$ cat config.mk
export PLATFORM = sky130hd
export DESIGN_NAME = iolc_lifecycle
export DESIGN_NICKNAME = d
export VERILOG_FILES = /design/src/iolc_sync.v /design/src/iolc_init_seq.v /design/src/iolc_lifecycle.v
export VERILOG_INCLUDE_DIRS = /design/src
export SDC_FILE = /design/constraint.sdc
export NUM_CORES = 1
export LEC_CHECK = 0
export ABC_AREA = 0
export BUFFER_PORTS_ARGS = -buffer_cell sky130_fd_sc_hd__buf_2
export CAP_MARGIN = 0
export CORE_UTILIZATION = 45
export CTS_CLUSTER_SIZE = 24
export DETAILED_ROUTE_END_ITERATION = 16
export MAX_ROUTING_LAYER = met4
export PLACE_DENSITY = 0.81
export SLEW_MARGIN = 10
export SYNTH_ARGS = -nofsm -noshare
export SYNTH_HDL_FRONTEND = slang
export SYNTH_SLANG_ARGS = --single-unit
$ cat constraint.sdc
create_clock -name sys_clk -period 2.2 [get_ports sys_clk]
set_input_delay 0.44 -clock sys_clk [delete_from_list [all_inputs] [get_ports sys_clk]]
set_output_delay 0.44 -clock sys_clk [all_outputs]
set_load 0.005 [all_outputs]
$ cat src/iolc_defs.vh
`ifndef IOLC_DEFS_VH
`define IOLC_DEFS_VH
// ==========================================================
// states
`define IOLC_ST_INIT 3'h0
`define IOLC_ST_RESET 3'h1
`define IOLC_ST_HOLD 3'h2
`define IOLC_ST_READY 3'h3
`define IOLC_ST_OPER 3'h4
`define IOLC_ST_FAIL 3'h5
`define IOLC_ST_FAULT 3'h6
// ==========================================================
// message codes
`define IOLC_MSG_STATUS 4'h0
`define IOLC_MSG_OBINIT 4'h1
`define IOLC_MSG_SYSTAB 4'h2
`define IOLC_MSG_ENABLE 4'h3
`define IOLC_MSG_PRESET 4'h4
`define IOLC_MSG_PCLEAR 4'h5
`define IOLC_MSG_MODIFY 4'h6
`define IOLC_MSG_QUIESCE 4'h7
`define IOLC_MSG_HOSTEXEC 4'h8
`define IOLC_MSG_PEEREXEC 4'h9
`define IOLC_MSG_NONEXEC 4'hA
// ==========================================================
// action codes
`define IOLC_ACT_NONE 3'h0
`define IOLC_ACT_RESP 3'h1
`define IOLC_ACT_RESPQ 3'h2
`define IOLC_ACT_REJ 3'h3
`define IOLC_ACT_DEFER 3'h4
`define IOLC_ACT_DISC 3'h5
`define IOLC_ACT_RETRY 3'h6
`define IOLC_ACT_RELEASE 3'h7
// ==========================================================
// queue constants
`define IOLC_EMPTY_MARK 32'hFFFFFFFF
`define IOLC_INIT_CYCLES 8'h10
`endif

$ cat src/iolc_sync.v
`timescale 1ns/100ps
// ==========================================================
// two-flop level synchroniser
module iolc_sync (
  sys_clk,
  rst_b,
  d_in,
  q_out
);
  input wire sys_clk;
  input wire rst_b;
  input wire d_in;
  output wire q_out;
  reg s1_r;
  reg s2_r;
  always @(posedge sys_clk or negedge rst_b) begin
    if (!rst_b) begin
      s1_r <= 1'b0;
      s2_r <= 1'b0;
    end else begin
      s1_r <= d_in;
      s2_r <= s1_r;
    end
  end
  assign q_out = s2_r;
endmodule

$ cat src/iolc_init_seq.v
`timescale 1ns/100ps
`include "iolc_defs.vh"
// ==========================================================
// queue initialisation sequencer
module iolc_init_seq #(
  parameter CYC_W = 8
) (
  sys_clk,
  rst_b,
  start,
  busy,
  done
);
  input wire sys_clk;
  input wire rst_b;
  input wire start;
  output reg busy;
  output reg done;
  reg [CYC_W-1:0] cnt_r;
  always @(posedge sys_clk or negedge rst_b) begin
    if (!rst_b) begin
      cnt_r <= {CYC_W{1'b0}};
      busy <= 1'b0;
      done <= 1'b0;
    end else begin
      done <= 1'b0;
      if (start) begin
        cnt_r <= `IOLC_INIT_CYCLES;
        busy <= 1'b1;
      end else if (busy) begin
        if (cnt_r == {CYC_W{1'b0}}) begin
          busy <= 1'b0;
          done <= 1'b1;
        end else begin
          cnt_r <= cnt_r - 1'b1;
        end
      end
    end
  end
endmodule

$ cat src/iolc_lifecycle.v
`timescale 1ns/100ps
`include "iolc_defs.vh"
module iolc_lifecycle #(
  parameter FA_W = 32
) (
  sys_clk,
  rst_b,
  hard_reset,
  soft_fail,
  hard_fail,
  hard_fail_repaired,
  msg_valid,
  msg_code,
  msg_frame_address,
  host_able,
  ob_list_empty,
  ob_list_head,
  ob_read,
  state_out,
  act_valid,
  act_code,
  act_state,
  act_frame_address,
  free_return,
  reject_reply,
  logical_cfg_clear,
  ext_conn_clear,
  queue_init,
  deferred_release,
  deferred_flush,
  ob_read_data
);
  input wire sys_clk;
  input wire rst_b;
  input wire hard_reset;
  input wire soft_fail;
  input wire hard_fail;
  input wire hard_fail_repaired;
  input wire msg_valid;
  input wire [3:0] msg_code;
  input wire [FA_W-1:0] msg_frame_address;
  input wire host_able;
  input wire ob_list_empty;
  input wire [FA_W-1:0] ob_list_head;
  input wire ob_read;
  output reg [2:0] state_out;
  output reg act_valid;
  output reg [2:0] act_code;
  output reg [2:0] act_state;
  output reg [FA_W-1:0] act_frame_address;
  output reg free_return;
  output reg reject_reply;
  output reg logical_cfg_clear;
  output reg ext_conn_clear;
  output reg queue_init;
  output reg deferred_release;
  output reg deferred_flush;
  output reg [FA_W-1:0] ob_read_data;

  // ==========================================================
  // pin synchronisers
  wire hrst_s;
  wire sfail_s;
  wire hfail_s;
  wire repair_s;
  iolc_sync u_sync_hrst (.sys_clk(sys_clk), .rst_b(rst_b), .d_in(hard_reset), .q_out(hrst_s));
  iolc_sync u_sync_sf (.sys_clk(sys_clk), .rst_b(rst_b), .d_in(soft_fail), .q_out(sfail_s));
  iolc_sync u_sync_hf (.sys_clk(sys_clk), .rst_b(rst_b), .d_in(hard_fail), .q_out(hfail_s));
  iolc_sync u_sync_rp (.sys_clk(sys_clk), .rst_b(rst_b),
    .d_in(hard_fail_repaired), .q_out(repair_s));

  // edge detectors idle low like the pins, so reset makes no false event
  reg hrst_d_r;
  reg sfail_d_r;
  reg hfail_d_r;
  reg repair_d_r;
  wire hrst_ev = hrst_s & ~hrst_d_r;
  wire sfail_ev = sfail_s & ~sfail_d_r;
  wire hfail_ev = hfail_s & ~hfail_d_r;
  wire repair_ev = repair_s & ~repair_d_r;

  // ==========================================================
  // init sequencer
  reg init_start_r;
  wire init_busy;
  wire init_done;
  iolc_init_seq u_init (.sys_clk(sys_clk), .rst_b(rst_b), .start(init_start_r),
    .busy(init_busy), .done(init_done));

  // ==========================================================
  // state decision
  reg [2:0] state_r;
  reg [2:0] state_nxt;
  reg [2:0] act_nxt;
  reg cfg_clr_nxt;
  reg ext_clr_nxt;
  reg ev_nxt;
  reg [2:0] msg_act;
  reg [2:0] msg_state;
  reg msg_cfg;
  reg msg_ext;

  always @* begin
    msg_act = `IOLC_ACT_DISC;
    msg_state = state_r;
    msg_cfg = 1'b0;
    msg_ext = 1'b0;
    case (msg_code)
      `IOLC_MSG_STATUS: begin
        if (state_r == `IOLC_ST_FAIL || state_r == `IOLC_ST_FAULT) begin
          msg_act = `IOLC_ACT_RESPQ;
        end else begin
          msg_act = `IOLC_ACT_RESP;
        end
      end
      `IOLC_MSG_OBINIT: begin
        case (state_r)
          `IOLC_ST_RESET: begin
            msg_act = `IOLC_ACT_RESP;
            msg_state = `IOLC_ST_HOLD;
          end
          `IOLC_ST_FAIL: msg_act = `IOLC_ACT_RESPQ;
          `IOLC_ST_FAULT: msg_act = `IOLC_ACT_DISC;
          default: msg_act = `IOLC_ACT_RESP;
        endcase
      end
      `IOLC_MSG_SYSTAB: begin
        case (state_r)
          `IOLC_ST_HOLD: begin
            msg_act = `IOLC_ACT_RESP;
            msg_state = `IOLC_ST_READY;
          end
          `IOLC_ST_READY, `IOLC_ST_OPER: msg_act = `IOLC_ACT_RESP;
          default: msg_act = `IOLC_ACT_DISC;
        endcase
      end
      `IOLC_MSG_ENABLE: begin
        case (state_r)
          `IOLC_ST_READY: begin
            msg_act = `IOLC_ACT_RESP;
            msg_state = `IOLC_ST_OPER;
          end
          `IOLC_ST_HOLD, `IOLC_ST_OPER: msg_act = `IOLC_ACT_REJ;
          default: msg_act = `IOLC_ACT_DISC;
        endcase
      end
      `IOLC_MSG_PRESET: begin
        if (state_r != `IOLC_ST_FAULT) begin
          msg_act = `IOLC_ACT_RESP;
          msg_state = `IOLC_ST_INIT;
          msg_cfg = 1'b1;
          msg_ext = 1'b1;
        end
      end
      `IOLC_MSG_PCLEAR, `IOLC_MSG_MODIFY: begin
        case (state_r)
          `IOLC_ST_HOLD: begin
            msg_act = `IOLC_ACT_RESP;
            msg_ext = 1'b1;
          end
          `IOLC_ST_READY, `IOLC_ST_OPER, `IOLC_ST_FAIL: begin
            msg_act = `IOLC_ACT_RESP;
            msg_state = `IOLC_ST_HOLD;
            msg_ext = 1'b1;
          end
          default: msg_act = `IOLC_ACT_DISC;
        endcase
      end
      `IOLC_MSG_QUIESCE: begin
        case (state_r)
          `IOLC_ST_OPER: begin
            msg_act = `IOLC_ACT_RESP;
            msg_state = `IOLC_ST_READY;
          end
          `IOLC_ST_READY: msg_act = `IOLC_ACT_RESP;
          `IOLC_ST_HOLD: msg_act = `IOLC_ACT_REJ;
          default: msg_act = `IOLC_ACT_DISC;
        endcase
      end
      `IOLC_MSG_HOSTEXEC: begin
        if (state_r == `IOLC_ST_HOLD || state_r == `IOLC_ST_READY ||
            state_r == `IOLC_ST_OPER) begin
          msg_act = `IOLC_ACT_RESP;
        end
      end
      `IOLC_MSG_PEEREXEC: begin
        if (state_r == `IOLC_ST_OPER) begin
          msg_act = `IOLC_ACT_RESP;
        end else if (state_r == `IOLC_ST_READY) begin
          msg_act = `IOLC_ACT_DEFER;
        end
      end
      `IOLC_MSG_NONEXEC: begin
        if (state_r == `IOLC_ST_OPER) begin
          msg_act = `IOLC_ACT_RESP;
        end
      end
      default: msg_act = `IOLC_ACT_DISC;
    endcase
    if (state_r == `IOLC_ST_INIT) begin
      msg_act = `IOLC_ACT_DISC;
      msg_state = state_r;
      msg_cfg = 1'b0;
      msg_ext = 1'b0;
    end
  end

  // event priority: hard reset, hard fail, repair, soft fail, init done, message
  always @* begin
    state_nxt = state_r;
    act_nxt = `IOLC_ACT_NONE;
    cfg_clr_nxt = 1'b0;
    ext_clr_nxt = 1'b0;
    ev_nxt = 1'b0;
    if (hrst_ev) begin
      ev_nxt = 1'b1;
      state_nxt = `IOLC_ST_INIT;
      if (state_r == `IOLC_ST_READY || state_r == `IOLC_ST_OPER ||
          state_r == `IOLC_ST_FAIL || state_r == `IOLC_ST_FAULT) begin
        cfg_clr_nxt = 1'b1;
        ext_clr_nxt = 1'b1;
      end
    end else if (hfail_ev && state_r != `IOLC_ST_FAULT) begin
      ev_nxt = 1'b1;
      state_nxt = `IOLC_ST_FAULT;
    end else if (repair_ev && state_r == `IOLC_ST_FAULT) begin
      ev_nxt = 1'b1;
      state_nxt = `IOLC_ST_FAIL;
    end else if (sfail_ev && state_r != `IOLC_ST_FAIL && state_r != `IOLC_ST_FAULT) begin
      ev_nxt = 1'b1;
      if (state_r == `IOLC_ST_INIT) begin
        act_nxt = `IOLC_ACT_RETRY;
      end else begin
        state_nxt = `IOLC_ST_FAIL;
      end
    end else if (init_done && state_r == `IOLC_ST_INIT) begin
      ev_nxt = 1'b1;
      state_nxt = `IOLC_ST_RESET;
    end else if (msg_valid) begin
      ev_nxt = 1'b1;
      act_nxt = msg_act;
      state_nxt = msg_state;
      cfg_clr_nxt = msg_cfg;
      ext_clr_nxt = msg_ext;
    end
  end

  // ==========================================================
  // deferred message bookkeeping
  reg defer_pend_r;
  wire leave_ready = (state_r == `IOLC_ST_READY) && (state_nxt != `IOLC_ST_READY);
  wire to_oper = leave_ready && (state_nxt == `IOLC_ST_OPER);
  wire defer_now = ev_nxt && (act_nxt == `IOLC_ACT_DEFER);

  // ==========================================================
  // queue setup flag
  // setup stops as soon as init is left, e.g. on a hard failure mid-setup
  wire in_init_nxt = (state_nxt == `IOLC_ST_INIT);
  wire queue_init_nxt = (init_busy | init_start_r) & in_init_nxt;

  // ==========================================================
  // registers
  always @(posedge sys_clk or negedge rst_b) begin
    if (!rst_b) begin
      state_r <= `IOLC_ST_INIT;
      state_out <= `IOLC_ST_INIT;
      hrst_d_r <= 1'b0;
      sfail_d_r <= 1'b0;
      hfail_d_r <= 1'b0;
      repair_d_r <= 1'b0;
      init_start_r <= 1'b1;
      defer_pend_r <= 1'b0;
      act_valid <= 1'b0;
      act_code <= `IOLC_ACT_NONE;
      act_state <= `IOLC_ST_INIT;
      act_frame_address <= {FA_W{1'b0}};
      free_return <= 1'b0;
      reject_reply <= 1'b0;
      logical_cfg_clear <= 1'b0;
      ext_conn_clear <= 1'b0;
      queue_init <= 1'b0;
      deferred_release <= 1'b0;
      deferred_flush <= 1'b0;
      ob_read_data <= `IOLC_EMPTY_MARK;
    end else begin
      hrst_d_r <= hrst_s;
      sfail_d_r <= sfail_s;
      hfail_d_r <= hfail_s;
      repair_d_r <= repair_s;
      state_r <= state_nxt;
      state_out <= state_nxt;
      // entering init, or retrying it, restarts the queue setup
      init_start_r <= (state_nxt == `IOLC_ST_INIT && state_r != `IOLC_ST_INIT) ||
        (act_nxt == `IOLC_ACT_RETRY);
      queue_init <= queue_init_nxt;
      act_valid <= ev_nxt;
      act_code <= act_nxt;
      act_state <= state_nxt;
      if (msg_valid) begin
        act_frame_address <= msg_frame_address;
      end
      free_return <= ev_nxt && (act_nxt == `IOLC_ACT_DISC);
      reject_reply <= ev_nxt && (act_nxt == `IOLC_ACT_REJ);
      logical_cfg_clear <= cfg_clr_nxt;
      ext_conn_clear <= ext_clr_nxt;
      deferred_release <= to_oper && (defer_pend_r || defer_now);
      deferred_flush <= leave_ready && !to_oper && defer_pend_r;
      if (leave_ready) begin
        defer_pend_r <= 1'b0;
      end else if (defer_now) begin
        defer_pend_r <= 1'b1;
      end
      if (ob_read) begin
        ob_read_data <= ob_list_empty ? `IOLC_EMPTY_MARK : ob_list_head;
      end
    end
  end
endmodule

==> flow_summary.ini, run 1 <==
[run_status]
status = completed

[routing]
drc_errors = 0
drt-pass1-iter-count = 4
route.met2.wl_mm = 5.495
drt_iter0_drc = 167
postRouteAntennaNets = 0
vias = 3914
top_layer = met4
dr_wl_met3_um = 617
wl_met1_mm = 4.796
wl_per_cell_um = 14.74
wirelength_mm = 11.10
viasPerCell = 5.198

[synthesis]
synthMuxAreaShare_pct = 7.921
yosys.area_share.adder_pct = 1.338
synth-xor-area-share_pct = 1.686
async_reset_ff_share_pct = 100.0
synth_flop_cell = dfrtp_1
syn_avg_cell_area_um2 = 10.60
syn_area_mm2 = 0.004676
synthSimpleGateAreaFrac_pct = 16.86
ys_warn_count = 0
ys_ff_latch = 102
syn_nets = 524
synth_top_family_by_area = simple AND/OR/NAND/NOR gates
synth_cell_type_count = 58
netlist_instances = 441
seq_area_frac_synth_pct = 55.47
synth-compound-area-share_pct = 13.06
synth-edff-count = 0

[setup_path]
cp_slowest_cell = dfrtp_1
critPathArrivalTime_ns = 2.42
crit_chain = or3_4 -> a2111oi_4 -> a311oi_2 -> o311a_1 -> a211o_1 -> o211a_1
critPathKind = register to register
worstSetupStartpointType = register
path_delay_family = compound AO/OA/AOI/OAI gates
required_ns = 2.44
path_max_fanout = 3
worstSetupEndpointType = register
max_stage_delay_ns = 0.41
path_buf_inv = 0

[clock_tree]
worstSkewPairLatency_ns = 0.36
holdBufCountCts = 0
cts_buffer_depth = 2
tritoncts = done
clock-root-buffer = clkbuf_8
clock_sinks = 102
cts_buffers = 9
clkSlewWorstSetupHoldPaths_ns = 0.09
htree_levels = 3

[floorplan]
dieArea_mm2 = 0.01080
start_util_pct = 47.18
die_w_um = 103.9
io_pins = 159
core_area_mm2 = 0.009910
die_h_um = 103.9
fp-row-count = 36

[grt]
grt_pass1_vias = 4064
grt_overflow = 0
grt_use_total_pct = 21.98
grt_pass1_wl_mm = 18.74
grt_max_degree = 103
grt_antenna_before_repair = 0

[hold_path]
hold_path_class = primary input to asynchronous set/reset pin

[sta]
tightest_slew_ns = 0.5571
setup_viol = 0
slew_viol_final = 0
skew_ns = 0.01820
period_needed_ns = 2.175
hold_viol_final = 0
setup_ws_ns = 0.02469
min_period_over_period_pct = 98.88
rsz0062_at_grt = true
maxSlewHeadroom_pct = 62.86
clock.fmax_mhz = 459.7

[run]
drv_cap = 0

[cells_and_area]
drive_gt1_share_pct = 47.10
syn_to_final_growth_pct = 29.73
design_area_mm2 = 0.006066
antenna_cells = 0
nets = 698

[power]
power.density_mw_per_mm2 = 918.3
ir_worst_vdd_mv = 0.5952
power_uw = 5570
leakage_uw = 0.002828

[placement]
place_hpwl_mm = 8.138
dpl-instance-area_mm2 = 0.005784
place_ws_ns = -0.1609
gp_congestion = 0.9253
portBuffers = 157
## worst paths after layout
| check | slack [ns] | from | end | cells after the start |
|---|---|---|---|---|
| max in group asynchronous | 1.64 | rst_b | ob_read_data[17]$_DFFE_PN1P_ | 2 |
| min in group sys_clk | 0.18 | soft_fail | u_sync_sf.s1_r$_DFF_PN0_ | 1 |
| hold / removal | 0.11 | rst_b | act_code[1]$_DFF_PN0_ | 2 |
| setup / recovery | 0.02 | state_r[0]$_DFF_PN0_ | deferred_flush$_DFF_PN0_ | 6 |
| hold reg to reg | 0.36 | u_sync_hrst.s1_r$_DFF_PN0_ | u_sync_hrst.q_out$_DFF_PN0_ | 0 |
| setup reg to reg | 0.02 | state_r[0]$_DFF_PN0_ | deferred_flush$_DFF_PN0_ | 6 |
## Yosys cell counts, types with 2 or more instances
master,count,area [µm²]
nor2_1,86,322.8
dfrtp_1,69,1727
a21oi_1,46,230.2
dfstp_2,33,867.1
mux2_2,32,360.4
clkbuf_1,16,60.06
nand2b_1,11,68.82
nand2_1,10,37.54
buf_1,8,30.03
inv_1,8,30.03
nor2b_1,8,50.05
nor4_1,8,50.05
o21ai_0,7,35.03
nor3_1,6,30.03
nor3b_1,6,45.04
xnor2_1,6,52.55
a31oi_1,5,31.28
ha_1,5,62.56
nand3b_1,5,37.54
o21a_1,5,37.54
buf_4,4,30.03
nand3_1,4,20.02
o32ai_1,4,35.03
o211a_1,3,30.03
xor2_1,3,26.28
a211oi_1,2,15.01
a21o_1,2,15.01
a221oi_1,2,17.52
a311oi_1,2,17.52
a31o_2,2,17.52
buf_2,2,10.01
nand4_1,2,12.51
o22a_1,2,17.52
or2_2,2,12.51
or3_1,2,12.51
## state kept, by name, summed over array words and instances (netlist names), 3 cells and up
name	flops
act_code	3
act_frame_address	32
ob_read_data	32
state_r	3
u_init.cnt_r	8
## layer usage
metal  GRT usage (%)  up-vias
li1                -     1881
met1           27.02     1863
met2           36.86      151
met3           4.073       19
met4           6.837        0
met5               -        -
## stage by stage
step / util, % / setup TNS, ns / instances / hold slack (ns)
after floorplan: - / -0.009666 / 441 / 0.1444
after global placement: 58.37 / -0.4547 / 736 / 0.3334
after detailed placement: 58.37 / -0.5815 / 736 / 0.3347
after CTS: 60.52 / 0 / 753 / 0.1363
after global routing: 61.21 / -0.07989 / 753 / 0.1484
final: 61.21 / 0 / 753 / 0.1081
## cell usage in the layout, fill, tap and decap left out, types with 5 or more instances in the layout
master,n
buf_2,156
o21a_1,5
a31oi_1,5
mux2_2,32
nor4_1,7
nand3b_1,5
nor3b_1,6
buf_4,33
inv_1,8
ha_1,5
clkbuf_8,9
dfrtp_1,68
nand2b_1,11
nand2_1,10
dfstp_2,33
nor2_1,86
xnor2_1,5
a21oi_1,44
nor3_1,6
nor2b_1,8
## cell families after synthesis
family                     Yosys count
buffers and inverters               39
xor gates and xnor gates             9
and+or+nand+nor                    160
DFF                                102
adders and majority gates            5
muxes                               33
AOI/OAI and AO/OA                   93
## area by class of cell
class                   count  area, µm²
clock inverters             7      81.33
repair buffers            194       1102
inverters                   8      30.03
clock buffers               9      123.9
well taps                 133      166.4
fillers                   860       3844
flip-flops and latches    102       2595
multi-input cells         300       1967
## power by group
group / switching [µW] / internal (µW)
clock: 644 / 541
sequential: 206 / 2190
combinational: 1030 / 962
## worst reg2reg max path: stages, from the launching register on
cell and delay (ns):
dfrtp_1 0.41, or3_4 0.41, a2111oi_4 0.31, a311oi_2 0.10, o311a_1 0.35, a211o_1 0.28
o211a_1 0.22
## timing repair
item,in CTS,in global routing
hold endpoints to repair,0,0
resized for setup,0,17
setup buffers,1,0
pin swaps,1,4
endpoints found under the setup margin,2,7
gates cloned,0,0
(Power assumes the default switching activity.)
==> run 2, diff against run 1 <==
--- a/config.mk
+++ b/config.mk
@@ -6,7 +6,7 @@
 export SDC_FILE = /design/constraint.sdc
 export NUM_CORES = 1
 export LEC_CHECK = 0
-export ABC_AREA = 0
+export ABC_AREA = 1
 export BUFFER_PORTS_ARGS = -buffer_cell sky130_fd_sc_hd__buf_2
 export CAP_MARGIN = 0
 export CORE_UTILIZATION = 45
@@ -14,7 +14,7 @@
 export DETAILED_ROUTE_END_ITERATION = 16
 export MAX_ROUTING_LAYER = met4
 export PLACE_DENSITY = 0.81
-export SLEW_MARGIN = 10
+export SLEW_MARGIN = 20
 export SYNTH_ARGS = -nofsm -noshare
 export SYNTH_HDL_FRONTEND = slang
 export SYNTH_SLANG_ARGS = --single-unit
==> run 2 against run 1 <==
- critical path depth is 5 higher
- largest power group unchanged
- sequential share of layout area is 2.4 points higher
- routed wire length decreased by 3.1%
- sequential power shrank 2%
- register-to-register slack better by 0.31 ns
==> flow_summary.ini, run 2 <==
[floorplan]
die_h_um = 103.6
fp-row-count = 36
dieArea_mm2 = 0.01072
die_w_um = 103.6
core_area_mm2 = 0.009864
io_pins = 159
start_util_pct = 47.04

[power]
ir_worst_vdd_mv = 0.4605
power.density_mw_per_mm2 = 819.0
leakage_uw = 0.003166

[clock_tree]
tritoncts = done
cts_buffers = 9
cts_buffer_depth = 2
clock-root-buffer = clkbuf_8
cts_resized = 0
cts_setup_buffers = 0
holdBufCountCts = 0
htree_levels = 3
clkSlewWorstSetupHoldPaths_ns = 0.10
clock_sinks = 102
worstSkewPairLatency_ns = 0.36

[synthesis]
ys_warn_count = 0
synth_flop_cell = dfrtp_1
synth_cell_type_count = 35
synth.top_cells.by_count = 230 x nand2_1, 69 x dfrtp_1, 41 x o21ai_0
syn_avg_cell_area_um2 = 8.407
ys_ff_latch = 102
async_reset_ff_share_pct = 100.0
synth_largest_area_cell = dfrtp_1
synth_top_area_share_pct = 37.21
synth-edff-count = 0
syn_nets = 635
synth_most_common_cell = nand2_1
netlist_instances = 552
seq_area_frac_synth_pct = 55.89
ys_top_cells_by_area = dfrtp_1 37%, dfstp_2 19%, nand2_1 19%
syn_area_mm2 = 0.004641

[run]
drv_cap = 0

[cells_and_area]
syn_to_final_growth_pct = 23.89
multiInputGateArea_mm2 = 0.001777
regArea_mm2 = 0.002596
fill_cells = 873
antenna_cells = 0
final_common_cell = nand2_1
fin_cells = 843
design_area_mm2 = 0.005749
drive_gt1_share_pct = 35.77
nets = 788
mostFrequentLayoutCells = 230 x nand2_1, 156 x buf_2, 67 x dfrtp_1
finalCoreUtilization_pct = 58.28
top_regs = act_frame_address x32, ob_read_data x32, u_init.cnt_r x8

[sta]
setup_viol = 0
period_needed_ns = 1.870
setup_ws_ns = 0.3302
clock.fmax_mhz = 534.8
skew_ns = 0.01759
min_period_over_period_pct = 84.99
fin_tns_setup_ns = 0
maxSlewHeadroom_pct = 60.44
tightest_slew_ns = 0.5933
slew_viol_final = 0
hold_viol_final = 0
rsz0062_at_grt = false

[setup_path]
path_max_fanout = 12
rrSetupSlack_ns = 0.33
worstSetupEndpointType = register
critPathKind = register to register
critPathArrivalTime_ns = 2.15
max_stage_delay_ns = 0.53
path_delay_family = simple AND/OR/NAND/NOR gates
crit_chain = inv_4 -> nand3_2 -> inv_2 -> nand3_1 -> a21oi_1 -> nor2_2 -> a21oi_2 -> nand3_1 -> nand2_1 -> nand4_1 -> nor2_1
path_buf_inv = 2
crit_path_frequent_cell = nand3_1
required_ns = 2.48
cp_slowest_cell = dfrtp_2
worstSetupStartpointType = register

[hold_path]
hold_path_class = primary input to asynchronous set/reset pin

[grt]
grt_antenna_before_repair = 0
grt_pass1_vias = 4015
grt_use_total_pct = 21.40
grt_max_degree = 47
grt_overflow = 0
grt_pass1_wl_mm = 18.13

[routing]
drt-pass1-iter-count = 4
wirelength_mm = 10.75
vias = 4071
viasPerCell = 4.829
drc_errors = 0
wl_per_cell_um = 12.76
drt_iter0_drc = 253
postRouteAntennaNets = 0

[placement]
place_hpwl_mm = 8.065
dpl-instance-area_mm2 = 0.005543
portBuffers = 157
place_ws_ns = 0.2025
dp.cells = 827
gp_congestion = 0.9044

[run_status]
status = completed
-- run 2: changes by cell type in the layout (fill, tap and decap cells not counted), sizes merged, moves of 5 or more --
cell and change:
a21oi -33, inv +29, xnor2 -6, nand3 +23, nor3b -6, nand3b -5
nand2b -11, nor4 -7, buf -30, nor2 -46, nor2b -8, mux2 -32
o21ai +33, nand2 +236
-- run 2: layout make-up --
type | count | area share [%]
repair buffers | 164 | 14.84
multi-input cells | 388 | 30.90
clock buffers | 12 | 2.524
well taps | 133 | 2.894
flip-flops and latches | 102 | 45.16
inverters | 40 | 2.720
clock inverters | 4 | 0.9576
-- run 2: metrics by stage --
step                      hold WS, ns  power, µW
after floorplan                0.1444       3119
after global placement         0.3348       3488
after detailed placement       0.3364       3556
after CTS                     0.08016       4745
after global routing           0.1048       5010
final                         0.07831       4709
-- run 2: kinds of logic after synthesis --
family | Yosys count | synth area share [%]
simple gates | 323 | 29.90
flops | 102 | 55.89
buf+inv | 62 | 5.904
compound gates | 60 | 6.956
fa+ha+maj | 5 | 1.348
-- run 2: routing by layer --
metal / global-route usage [%] / wire length [µm] / share of wire [%] / vias up
li1: - / - / - / 2025
met1: 25.71 / 4654 / 43 / 1894
met2: 36.15 / 5371 / 50 / 137
met3: 4.028 / 558 / 5.2 / 15
met4: 7.453 / 168 / 1.6 / 0
met5: - / 0 / 0 / -
-- run 2: power breakdown --
group	total [µW]	switching (µW)	internal, µW
sequential	2350	183	2170
clock	1180	614	565
combinational	1180	719	461
-- run 2: final timing paths --
kind / startpoint / cells after the start / endpoint
min reg2reg: u_sync_hrst.s1_r$_DFF_PN0_ / 0 / u_sync_hrst.q_out$_DFF_PN0_
min: rst_b / 1 / act_frame_address[5]$_DFFE_PN0P_
max in group asynchronous: rst_b / 2 / ob_read_data[7]$_DFFE_PN1P_
max: state_r[2]$_DFF_PN0_ / 11 / deferred_release$_DFF_PN0_
max reg2reg: state_r[2]$_DFF_PN0_ / 11 / deferred_release$_DFF_PN0_
min in group sys_clk: hard_fail_repaired / 1 / u_sync_rp.s1_r$_DFF_PN0_
==> run 3, diff against run 2 <==
==> constraint.sdc (replaced) <==
create_clock -name sys_clk -period 1.7 [get_ports sys_clk]
set_input_delay 0.34 -clock sys_clk [delete_from_list [all_inputs] [get_ports sys_clk]]
set_output_delay 0.34 -clock sys_clk [all_outputs]
set_load 0.005 [all_outputs]
==> run 3 against run 2 <==
- the flow now finishes with violations (setup timing)
- critical path type unchanged
- fmax is 5.0% higher
- clock-buffer cell count grew 1
- routed wire length grew 8.1%
- combinational power grew 76%
- total power grew 38%
- largest power group unchanged
- die area is the same
- clock power increased by 16%
- global-route usage grew 1.7 points
==> flow_summary.ini, run 3 (synthesis gave the netlist of run 2 again) <==
[run_status]
status = complete, but fails checks
violations = setup timing

[sta]
period_needed_ns = 1.781
slew_viol_final = 0
hold_viol_final = 0
rsz0062_at_grt = true
skew_ns = 0.01145
tightest_slew_ns = 0.4751
setup_ws_ns = -0.08148
clock.fmax_mhz = 561.3
min_period_over_period_pct = 104.8
setup_viol = 9
maxSlewHeadroom_pct = 68.33

[clock_tree]
clkSlewWorstSetupHoldPaths_ns = 0.09
worstSkewPairLatency_ns = 0.36
htree_levels = 3
tritoncts = done
cts_buffers = 9
clock_sinks = 102
cts_buffer_depth = 2
clock-root-buffer = clkbuf_8

[grt]
grt_antenna_before_repair = 0
grt_pass1_vias = 4452
grt_pass1_wl_mm = 19.58
grt_overflow = 0
grt_use_total_pct = 23.12
grt_max_degree = 36

[cells_and_area]
top_regs = act_frame_address x32, ob_read_data x32, u_init.cnt_r x8
drive_gt1_share_pct = 43.14
nets = 843
finalCoreUtilization_pct = 63.62
design_area_mm2 = 0.006276
final_common_cell = nand2_1
syn_to_final_growth_pct = 35.24
antenna_cells = 0
mostFrequentLayoutCells = 223 x nand2_1, 154 x buf_2, 66 x dfrtp_1

[setup_path]
r2r-start = state_r[1]$_DFF_PN0_
crit_chain = buf_4 -> ha_1 -> nand3_1 -> nand2_1 -> nor2_1 -> nand2_1 -> nand2_1 -> nand2_1 -> nand2_2 -> nand2_4 -> nor2_4 -> nand3_2 -> a21boi_1
cp_slowest_cell = dfrtp_2
worstSetupStartpointType = register
required_ns = 1.98
rrSetupSlack_ns = -0.08
path_max_fanout = 6
max_stage_delay_ns = 0.45
worstSetupEndpointType = register
reg2reg_depth = 13
critPathKind = register to register
critPathArrivalTime_ns = 2.06
crit_path_frequent_cell = nand2_1
rr_endpoint = defer_pend_r$_DFFE_PN0P_

[floorplan]
start_util_pct = 47.04
dieArea_mm2 = 0.01072
die_h_um = 103.6
fp-row-count = 36
io_pins = 159
core_area_mm2 = 0.009864
die_w_um = 103.6

[placement]
gp_congestion = 0.8904
place_ws_ns = -0.1331
portBuffers = 157
dpl-instance-area_mm2 = 0.005873
place_hpwl_mm = 8.648

[hold_path]
whs_path_depth = 1
hold_start = hard_reset
worstHoldEndpoint = u_sync_hrst.s1_r$_DFF_PN0_
hold_path_class = primary input to register

[routing]
postRouteAntennaNets = 0
drc_errors = 0
wl_per_cell_um = 12.94
drt_iter0_drc = 204
drt-pass1-iter-count = 4
vias = 4395
viasPerCell = 4.894
wirelength_mm = 11.62

[power]
comb_power_share_pct = 32.1
switchingPower_uw = 2116
power_uw = 6476
leakage_uw = 0.003454
p_sw_share_pct = 32.68
cell_internal_pwr_uw = 4360
ir_worst_vdd_mv = 0.6701
seqPwrFrac_pct = 46.8
p_clk_share_pct = 21.1
power.density_mw_per_mm2 = 1032

[run]
drv_cap = 0
## run 3: cell types whose count changed in the layout (fill, tap and decap cells not counted), sizes merged
cell / previous run / this run
buf: 164 / 217
inv: 39 / 42
bufinv: 1 / 0
clkbuf: 12 / 13
clkinv: 3 / 2
clkinvlp: 1 / 0
dlygate4sd3: 0 / 1
## run 3: what timing repair did
item,CTS,global route
gates resized for setup,25,20
endpoints found under the setup margin,11,17
cloned,1,0
pin swaps,20,6
buffers inserted,6,3
hold endpoints to repair,3,0
hold buffers,1,0
## run 3: critical path: cells and delay by family, from the launching register on
family          cells  cell delay, ns
compound gates      1            0.15
flops               1            0.45
fa+ha+maj           1            0.21
buf+inv             1            0.17
simple gates       10            0.71
## run 3: power groups by stage
stage,Combinational (µW),Sequential [µW],Clock [µW]
after floorplan,1000,3030,0
after global placement,1760,3040,0
after detailed placement,1830,3050,0
after CTS,1950,3030,1410
after global routing,2320,3070,1510
final,2080,3030,1370
## run 3: layout make-up
type                       count  area, µm²
fill                         783       3588
sequential                   102       2597
multi-input combinational    388       1882
timing repair buffer         218       1300
tap                          133      166.4
inverter                      40      158.9
clock buffer                  13      148.9
clock inverter                 3      18.77
timing repair inverter         1      3.754
## run 3: worst max-delay path by stage
stage                                    start                         end  cells after the start
final                     state_r[1]$_DFF_PN0_    defer_pend_r$_DFFE_PN0P_                     13
after global routing      state_r[2]$_DFF_PN0_    deferred_flush$_DFF_PN0_                     14
after CTS                 state_r[1]$_DFF_PN0_    defer_pend_r$_DFFE_PN0P_                     15
after detailed placement           msg_code[3]    deferred_flush$_DFF_PN0_                     13
after global placement    state_r[0]$_DFF_PN0_  deferred_release$_DFF_PN0_                     14
after floorplan           state_r[1]$_DFF_PN0_    defer_pend_r$_DFFE_PN0P_                     12
## run 3: metal layers
| metal | track usage, % | part of all wire (%) | vias to the layer above |
|---|---|---|---|
| met2 | 38.26 | 50 | 156 |
| li1 | - | - | 2141 |
| met4 | 8.799 | 2.4 | 0 |
| met1 | 27.58 | 42 | 2074 |
| met3 | 5.223 | 5.5 | 24 |
| met5 | - | 0 | - |
## run 3: stage by stage
stage / hold slack, ns / setup TNS [ns] / std cells
floorplan: 0.04441 / 0 / 552
global placement: 0.3051 / -0.3854 / 871
detailed placement: 0.3086 / -0.8943 / 871
CTS: 0.06104 / -0.4792 / 895
global route: 0.05931 / -1.676 / 898
finish: 0.08491 / -0.4145 / 898
